`config.mk`:
```
export PLATFORM = sky130hd
export DESIGN_NAME = mdab_memory_decode
export DESIGN_NICKNAME = d
export VERILOG_FILES = /design/src/verilog/mdab_memory_decode.v
export VERILOG_INCLUDE_DIRS = /design/src /design/src/verilog
export SDC_FILE = /design/constraint.sdc
export NUM_CORES = 1
export LEC_CHECK = 0
export BUFFER_PORTS_ARGS = -buffer_cell sky130_fd_sc_hd__buf_2
export CORE_MARGIN = 2
export CORE_UTILIZATION = 46
export DETAILED_ROUTE_END_ITERATION = 6
export GPL_ROUTABILITY_DRIVEN = 1
export PLACE_DENSITY = 0.79
export SYNTH_ARGS = -nofsm -noshare
export SYNTH_HDL_FRONTEND = slang
export SYNTH_SLANG_ARGS = --single-unit
```
`constraint.sdc`:
```
create_clock -name clock_i -period 2.4 [get_ports clock_i]
set_input_delay 0.72 -clock clock_i [delete_from_list [all_inputs] [get_ports clock_i]]
set_output_delay 0.72 -clock clock_i [all_outputs]
set_load 0.005 [all_outputs]
```
`src/verilog/mdab_defines.vh`:
```
// Notes on behaviour
// - Bank row/column enables latch: pass while RAM latch strobe high, hold while low.
// - Hold acknowledge forces the RAM decode latches transparent.
// - Refresh ignores address, forces both row enables high, both column enables low.
// - Four DRAM address bits latched, muxed onto two outputs; refresh carry replaces low.
// - ROM space decoded from upper address, latched on ALE, transparent under hold ack.
// - Peripheral bit 16 low selects ROM select zero, high selects ROM select one.
// - Two banks: select zero 0E0000-0EFFFF, select one 0F0000-0FFFFF.
// - ROM selects also assert for FE0000-FFFFFF, split by bit 16.
// - Master input high drives CPU upper address out to expansion, low reverses.
// - Hold ack low drives ALE-latched address 17-19 onto system address 17-19.
// - Hold ack high: master high passes 17-19 straight, master low floats them.
// - Address bit 20 follows CPU bit 20 while gate high, forced low otherwise.
// - DMA enable high: system bit 0 to peripheral; low: peripheral to system.
// - Speaker/NMI control port readable and writable at I/O address 61 hex.
// - Writes set speaker and NMI masks; reads give refresh, speaker, NMI sources.
// - NMI on parity error or channel check, each only if its enable bit set.
// - NMI output is masked off after power-up.
// - I/O write to 070 hex: data bit 7 low unmasks NMI, high masks it.
// - Clock chip read/write select is high for read, low for write.
// - Peripheral memory read sets memory bus direction and clocks in parity results.
// - Memory bus direction high for memory to system, low for system to memory.
// - Parity check enable is the OR of the two bank column enables.
// - Peripheral data bus driven only while the control port is read.
`ifndef MDAB_DEFINES_VH
`define MDAB_DEFINES_VH
`define MDAB_IO_AW          10
`define MDAB_CTRL_PORT_ADDR 10'h061
`define MDAB_NMI_MASK_ADDR  10'h070
`define MDAB_CTRL_RST       4'h0
`define MDAB_PB_GATE        0
`define MDAB_PB_SPK         1
`define MDAB_PB_PAR_EN      2
`define MDAB_PB_CHK_EN      3
`define MDAB_PB_REF         4
`define MDAB_PB_OUT2        5
`define MDAB_PB_CHK         6
`define MDAB_PB_PAR         7
`define MDAB_NMI_MASK_BIT   7
`define MDAB_ROM_LOW_BLK    7'h07
`define MDAB_ROM_HIGH_BLK   7'h7F
`define MDAB_DOS_TOP_BLK    7'h05
`define MDAB_MEG_TOP_BLK    7'h08
`endif

```
`src/verilog/mdab_memory_decode.v`:
```
`timescale 1ns/100ps
`default_nettype none
`include "mdab_defines.vh"

module mdab_memory_decode (
    input  wire        clock_i,
    input  wire        nrst_i,
    input  wire [6:0]  cpu_upper_addr_i,
    output reg  [6:0]  cpu_upper_addr_o,
    output reg         cpu_upper_addr_oe_o,
    input  wire [6:0]  expansion_upper_addr_i,
    output reg  [6:0]  expansion_upper_addr_o,
    output reg         expansion_upper_addr_oe_o,
    output reg  [2:0]  system_mid_addr_o,
    output reg         system_mid_addr_oe_o,
    input  wire        bus_master_n_i,
    input  wire        cpu_hold_ack_i,
    input  wire        ram_addr_latch_strobe_i,
    input  wire        addr_latch_enable_i,
    input  wire        refresh_n_i,
    input  wire        refresh_counter_carry_i,
    input  wire        row_col_select_i,
    input  wire        ram_config_strap0_i,
    input  wire        ram_config_strap1_i,
    input  wire        ram_config_strap2_i,
    output reg         bank0_row_enable_o,
    output reg         bank1_row_enable_o,
    output reg         bank0_col_enable_o,
    output reg         bank1_col_enable_o,
    output reg         dram_addr_bit_lo_o,
    output reg         dram_addr_bit_hi_o,
    output reg         parity_check_enable_o,
    input  wire        periph_addr_bit16_i,
    output reg         rom_select_low_n_o,
    output reg         rom_select_high_n_o,
    input  wire        cpu_addr20_in_i,
    input  wire        addr20_gate_i,
    output reg         addr20_o,
    input  wire        dma_addr_enable_n_i,
    input  wire        system_addr0_i,
    output reg         system_addr0_o,
    output reg         system_addr0_oe_o,
    input  wire        periph_addr0_i,
    output reg         periph_addr0_o,
    output reg         periph_addr0_oe_o,
    input  wire [9:0]  io_addr_i,
    input  wire        io_read_n_i,
    input  wire        io_write_n_i,
    input  wire [7:0]  periph_data_bus_i,
    output reg  [7:0]  periph_data_bus_o,
    output reg         periph_data_bus_oe_o,
    input  wire        timer_out2_i,
    output reg         timer_gate2_o,
    output reg         speaker_data_o,
    input  wire        parity_error_n_i,
    input  wire        channel_check_n_i,
    output reg         nmi_o,
    input  wire        periph_mem_read_n_i,
    output reg         mem_bus_direction_n_o,
    input  wire        clock_strobe_enable_n_i,
    input  wire        bus_cycle_phase_i,
    output reg         clock_chip_rw_select_o,
    output reg         clock_chip_addr_strobe_o
);

////////////////////////////////////////////////////////////////////////////////
// RAM decode and latches

    reg  [3:0] ram_dec_q;
    reg  [3:0] ram_dec_d;
    reg  [3:0] ma_q;
    reg        rom_dec_q;
    reg  [2:0] mid_addr_q;
    reg  [6:0] lim0;
    reg  [6:0] lim1;
    reg        b0_hit;
    reg        b1_hit;
    wire [6:0] blk = cpu_upper_addr_i;
    wire [2:0] strap = {ram_config_strap2_i, ram_config_strap1_i, ram_config_strap0_i};
    wire       ram_open = ram_addr_latch_strobe_i | cpu_hold_ack_i;
    wire       ale_open = addr_latch_enable_i | cpu_hold_ack_i;
    wire       refresh  = ~refresh_n_i;
    wire       rom_hit  = (blk == `MDAB_ROM_LOW_BLK)
                        | (blk == `MDAB_ROM_HIGH_BLK);

    // Bank tops in 128K blocks; the region between 640K and 1M is never RAM
    always @* begin
        case (strap)
            3'h1: begin
                lim0 = 7'h04;
                lim1 = 7'h05;
            end
            3'h2: begin
                lim0 = 7'h04;
                lim1 = 7'h0C;
            end
            3'h3: begin
                lim0 = 7'h08;
                lim1 = 7'h10;
            end
            3'h4: begin
                lim0 = 7'h10;
                lim1 = 7'h20;
            end
            default: begin
                lim0 = 7'h02;
                lim1 = 7'h04;
            end
        endcase
        b0_hit = blk < lim0;
        b1_hit = (blk >= lim0) && (blk < lim1);
        if (blk >= `MDAB_DOS_TOP_BLK && blk < `MDAB_MEG_TOP_BLK) begin
            b0_hit = 1'b0;
            b1_hit = 1'b0;
        end
        ram_dec_d = {b1_hit, b0_hit, b1_hit, b0_hit};
    end

    always @(posedge clock_i) begin
        if (!nrst_i) begin
            ram_dec_q  <= 4'h0;
            ma_q       <= 4'h0;
            rom_dec_q  <= 1'b0;
            mid_addr_q <= 3'h0;
        end else begin
            if (ram_open) begin
                ram_dec_q <= ram_dec_d;
                ma_q      <= blk[3:0];
            end
            if (ale_open) begin
                rom_dec_q  <= rom_hit;
                mid_addr_q <= blk[2:0];
            end
        end
    end

////////////////////////////////////////////////////////////////////////////////
// Memory outputs

    wire row0 = refresh | ram_dec_q[0];
    wire row1 = refresh | ram_dec_q[1];
    wire col0 = ~refresh & ram_dec_q[2];
    wire col1 = ~refresh & ram_dec_q[3];

    always @(posedge clock_i) begin
        if (!nrst_i) begin
            bank0_row_enable_o    <= 1'b0;
            bank1_row_enable_o    <= 1'b0;
            bank0_col_enable_o    <= 1'b0;
            bank1_col_enable_o    <= 1'b0;
            parity_check_enable_o <= 1'b0;
            dram_addr_bit_lo_o    <= 1'b0;
            dram_addr_bit_hi_o    <= 1'b0;
            rom_select_low_n_o    <= 1'b1;
            rom_select_high_n_o   <= 1'b1;
            mem_bus_direction_n_o <= 1'b0;
        end else begin
            bank0_row_enable_o    <= row0;
            bank1_row_enable_o    <= row1;
            bank0_col_enable_o    <= col0;
            bank1_col_enable_o    <= col1;
            parity_check_enable_o <= col0 | col1;
            if (refresh)
                dram_addr_bit_lo_o <= refresh_counter_carry_i;
            else
                dram_addr_bit_lo_o <= row_col_select_i ? ma_q[1] : ma_q[0];
            dram_addr_bit_hi_o    <= row_col_select_i ? ma_q[3] : ma_q[2];
            rom_select_low_n_o    <= ~(rom_dec_q & ~periph_addr_bit16_i);
            rom_select_high_n_o   <= ~(rom_dec_q & periph_addr_bit16_i);
            mem_bus_direction_n_o <= ~periph_mem_read_n_i;
        end
    end

////////////////////////////////////////////////////////////////////////////////
// Address buffers

    always @(posedge clock_i) begin
        if (!nrst_i) begin
            cpu_upper_addr_o          <= 7'h00;
            cpu_upper_addr_oe_o       <= 1'b0;
            expansion_upper_addr_o    <= 7'h00;
            expansion_upper_addr_oe_o <= 1'b0;
            system_mid_addr_o         <= 3'h0;
            system_mid_addr_oe_o      <= 1'b0;
            addr20_o                  <= 1'b0;
            system_addr0_o            <= 1'b0;
            system_addr0_oe_o         <= 1'b0;
            periph_addr0_o            <= 1'b0;
            periph_addr0_oe_o         <= 1'b0;
        end else begin
            expansion_upper_addr_o    <= cpu_upper_addr_i;
            expansion_upper_addr_oe_o <= bus_master_n_i;
            cpu_upper_addr_o          <= expansion_upper_addr_i;
            cpu_upper_addr_oe_o       <= ~bus_master_n_i;
            if (!cpu_hold_ack_i) begin
                system_mid_addr_o    <= mid_addr_q;
                system_mid_addr_oe_o <= 1'b1;
            end else if (bus_master_n_i) begin
                system_mid_addr_o    <= blk[2:0];
                system_mid_addr_oe_o <= 1'b1;
            end else begin
                system_mid_addr_o    <= mid_addr_q;
                system_mid_addr_oe_o <= 1'b0;
            end
            addr20_o          <= cpu_addr20_in_i & addr20_gate_i;
            periph_addr0_o    <= system_addr0_i;
            periph_addr0_oe_o <= dma_addr_enable_n_i;
            system_addr0_o    <= periph_addr0_i;
            system_addr0_oe_o <= ~dma_addr_enable_n_i;
        end
    end

////////////////////////////////////////////////////////////////////////////////
// Control port, NMI and clock chip strobes

    reg  [3:0] ctrl_q;
    reg        nmi_unmask_q;
    reg        parity_flag_q;
    reg        wr_n_q;
    reg        mrd_n_q;
    wire       wr_start  = ~io_write_n_i & wr_n_q;
    wire       mrd_end   = periph_mem_read_n_i & ~mrd_n_q;
    wire       sel_ctrl  = io_addr_i == `MDAB_CTRL_PORT_ADDR;
    wire       sel_mask  = io_addr_i == `MDAB_NMI_MASK_ADDR;
    wire       ctrl_wr   = wr_start & sel_ctrl;
    wire       par_en_d  = ctrl_wr ? periph_data_bus_i[`MDAB_PB_PAR_EN]
                                   : ctrl_q[`MDAB_PB_PAR_EN];
    wire       par_event = mrd_end & ~parity_error_n_i;
    wire       nmi_src   = (parity_flag_q & ctrl_q[`MDAB_PB_PAR_EN])
                         | (~channel_check_n_i & ctrl_q[`MDAB_PB_CHK_EN]);
    wire [7:0] ctrl_rd   = {parity_flag_q, ~channel_check_n_i, timer_out2_i, refresh, ctrl_q};

    always @(posedge clock_i) begin
        if (!nrst_i) begin
            ctrl_q        <= `MDAB_CTRL_RST;
            nmi_unmask_q  <= 1'b0;
            parity_flag_q <= 1'b0;
            wr_n_q        <= 1'b1;
            mrd_n_q       <= 1'b1;
        end else begin
            wr_n_q  <= io_write_n_i;
            mrd_n_q <= periph_mem_read_n_i;
            if (ctrl_wr)
                ctrl_q <= periph_data_bus_i[3:0];
            if (wr_start && sel_mask)
                nmi_unmask_q <= ~periph_data_bus_i[`MDAB_NMI_MASK_BIT];
            // A new error wins over disabling the check in the same cycle
            if (par_event)
                parity_flag_q <= 1'b1;
            else if (!par_en_d)
                parity_flag_q <= 1'b0;
        end
    end

    always @(posedge clock_i) begin
        if (!nrst_i) begin
            periph_data_bus_o        <= 8'h00;
            periph_data_bus_oe_o     <= 1'b0;
            timer_gate2_o            <= 1'b0;
            speaker_data_o           <= 1'b0;
            nmi_o                    <= 1'b0;
            clock_chip_rw_select_o   <= 1'b1;
            clock_chip_addr_strobe_o <= 1'b0;
        end else begin
            periph_data_bus_o        <= ctrl_rd;
            periph_data_bus_oe_o     <= ~io_read_n_i & sel_ctrl;
            timer_gate2_o            <= ctrl_q[`MDAB_PB_GATE];
            speaker_data_o           <= ctrl_q[`MDAB_PB_SPK] & timer_out2_i;
            nmi_o                    <= nmi_unmask_q & nmi_src;
            clock_chip_rw_select_o   <= io_write_n_i;
            clock_chip_addr_strobe_o <= ~clock_strobe_enable_n_i & bus_cycle_phase_i
                                      & sel_mask & ~io_write_n_i;
        end
    end

endmodule

`default_nettype wire

```
==> impl_results.md <==
- Clock latency at the later pin of the worst-skew pair: 330 ps
- HP Class: reg -> reg
- Fin util: 65.2%
- Seq/Total Area, Yosys: 55.4%
- Die Ht: 75.4 um
- RSZ-0062 raised after global routing: no
- Routed WL: 4910 um
- Data arrival, critical path: 2260 ps
- Crit path max fanout: 5
- CTS resizes: 0
- Final period utilization: 83.0%
- Max Cap Viol: 0
- GR Overflow Total: 0
- Top cells by area, synth: dfxtp_1 55%, and2_1 6.1%, ha_1 4.3%
- Hpwl dp: 3650 um
- Worst Max-Slew Pin Slew: 407 ps
- First-pass GRT wire length: 7620 um
- Die span in x: 75.4 um
- Initial antenna violation count: 0
- Slew HR: 72.8%
- Drt initial violations: 42
- Initial Util: 48.7%
- Synthesis Warnings: 0
- Num rows: 25
- Syn Area/Cell: 10.3 um^2
- Placeable Area: 0.00482 mm^2
- Power Dens Cells: 728 mW/mm^2
- Postcts setup bufs: 0
- IO buf count: 103
- Most common cell after layout, fill and taps aside: buf_2
- Final clock skew: 3.46 ps
- CP Capture Type: flop
- CTS sink cnt: 65
- Status: finished, final reports clean
- Final setup TNS: 0 ps
- Maximum vdd drop: 0.359 mV
- Die footprint: 0.00569 mm^2
- CTS H-tree lvls: 3
- Hold Vio Cnt, Final: 0
- Lkg Pwr: 1.52 nW
- Synthesized flop and latch total: 65
- Pre-CTS WS: 64.3 ps
- Antenna Nets Post-Route: 0
- Layout Nets: 402
- Critical Path Start Type: input pin
- Longest Clk Path Bufs: 2
- Final setup margin: 408 ps
- Yosys top cell by area: dfxtp_1
- GP Congestion: 0.881
- Slew Limit Fails: 0
- Synthesized Nets: 294
- Vias per inst: 4.77
- CTS clk-pin slew, worst paths: 70 ps
- First-pass DRT Iterations: 6
- Root buf cell: clkbuf_8
- Mapped Area: 0.00235 mm^2
- Post-route cell area: 0.00314 mm^2
- Top Ports: 107
- Worst path required time: 2670 ps
- Minimum clock period: 1990 ps
- Setup-failing EPs final: 0
- Gate Count Post-Synth: 228
- Vias in the first global route: 1809
- Critical path class: in -> reg
- Post-synth cell types: 40
- Routed len/inst: 12.0 um
- Commonest non-fill, non-tap cells in the layout: 103 x buf_2, 65 x dfxtp_1, 24 x nand2_1
- Via count: 1945
- Post-synth top area share: 55.4%
- CTS Hold Buffers Added: 0
- DRC viols: 0
- Area Growth Syn to Fin: 33.8%
- All-Layer GR Usage: 18.1%
- Fraction of layout cells with a size suffix above 1: 36.7%
- Largest net degree at the start of global routing: 28
- Placed cell area: 0.00293 mm^2
- Achievable Freq: 502 MHz
- ANT cells: 0
- CTS tree: built
- CTS Buf Count: 9
[through the flow]
stage	std cells	hold slack [ps]	power, mW
floorplan	228	381	1.25
global placement	392	424	1.35
detailed placement	392	435	1.36
CTS	408	444	2.32
global route	408	463	2.39
finish	408	440	2.29
[sequential cells by signal, indices dropped and copies added (netlist names), 2 cells and up]
register and count:
periph_data_bus_o 8, cpu_upper_addr_o 7, expansion_upper_addr_o 7, ctrl_q 4, ma_q 4, mid_addr_q 3
system_mid_addr_o 3, ram_dec_q 2
[synthesized netlist by cell type]
cell type and count:
or2_2 2, a211oi_1 1, a21boi_0 12, nand3_1 6
nand2_1 24, nor2b_1 12, nand2b_1 5, nor3_1 1
nor4_1 1, nor4b_1 1, a22oi_1 1, o211a_1 1
inv_1 6, nand3b_1 3, a21oi_1 2, xor2_1 1
nor3b_1 1, nand4b_1 2, or3_1 1, dfxtp_1 65
clkbuf_1 6, nor4b_2 2, nor4bb_1 1, and3_1 5
or4_1 2, or4bb_1 1, nand4_1 3, o31ai_1 1
mux2i_1 7, and2_1 23, a21boi_1 2, a211o_1 1
o21ai_1 1, buf_4 1, o2111a_1 1, a31o_1 1
nor2_1 8, buf_2 1, o21ai_0 5, ha_1 8
[path summary, 6_finish.rpt]
check                         start                   to  slack (ps)  cells past startpoint
min                       rom_dec_q  rom_select_high_n_o         440                      1
max             ram_config_strap2_i         ram_dec_q[2]         410                      7
max reg2reg  clock_chip_rw_select_o        parity_flag_q        1120                      4
min reg2reg               rom_dec_q  rom_select_high_n_o         440                      1
[worst max-delay path, cell delays in order]
cell and delay (ps):
buf_2 120, nand3b_1 230, ha_1 330, o21ai_0 160
a21oi_1 70, or4_1 500, a21boi_1 130
[per-layer routing]
metal	up-vias	global-route usage [%]	share of wire, %
met3	12	4.10	7.9
met4	0	13.8	2.8
met5	-	0	0
li1	992	-	-
met1	857	20.8	42
met2	84	29.1	47
[kinds of logic (layout without fill, tap and decap cells)]
group | after synthesis | in the layout | share of synthesized area, %
fa+ha+maj | 8 | 8 | 4.26
flops | 65 | 65 | 55.4
compound gates | 29 | 29 | 8.80
simple gates | 104 | 104 | 25.7
buf+inv | 14 | 127 | 2.45
xor+xnor | 1 | 1 | 0.373
mux | 7 | 7 | 2.99
[power by group]
part | leakage [nW] | switching, mW | total [mW] | internal, mW
Clock | 0.105 | 0.389 | 0.952 | 0.562
Sequential | 0.535 | 0.0116 | 1.13 | 1.12
Combinational | 0.882 | 0.0997 | 0.202 | 0.102
Total | 1.52 | 0.501 | 2.29 | 1.79
[area by class of cell]
type                    instances  area, um^2
fillers                       420        1680
clock buffers                  12         165
flip-flops and latches         65        1300
clock inverters                 4        50.0
multi-input cells             149         988
repair buffers                105         531
inverters                       6        22.5
well taps                      67        83.8
(Power assumes the default switching activity.)
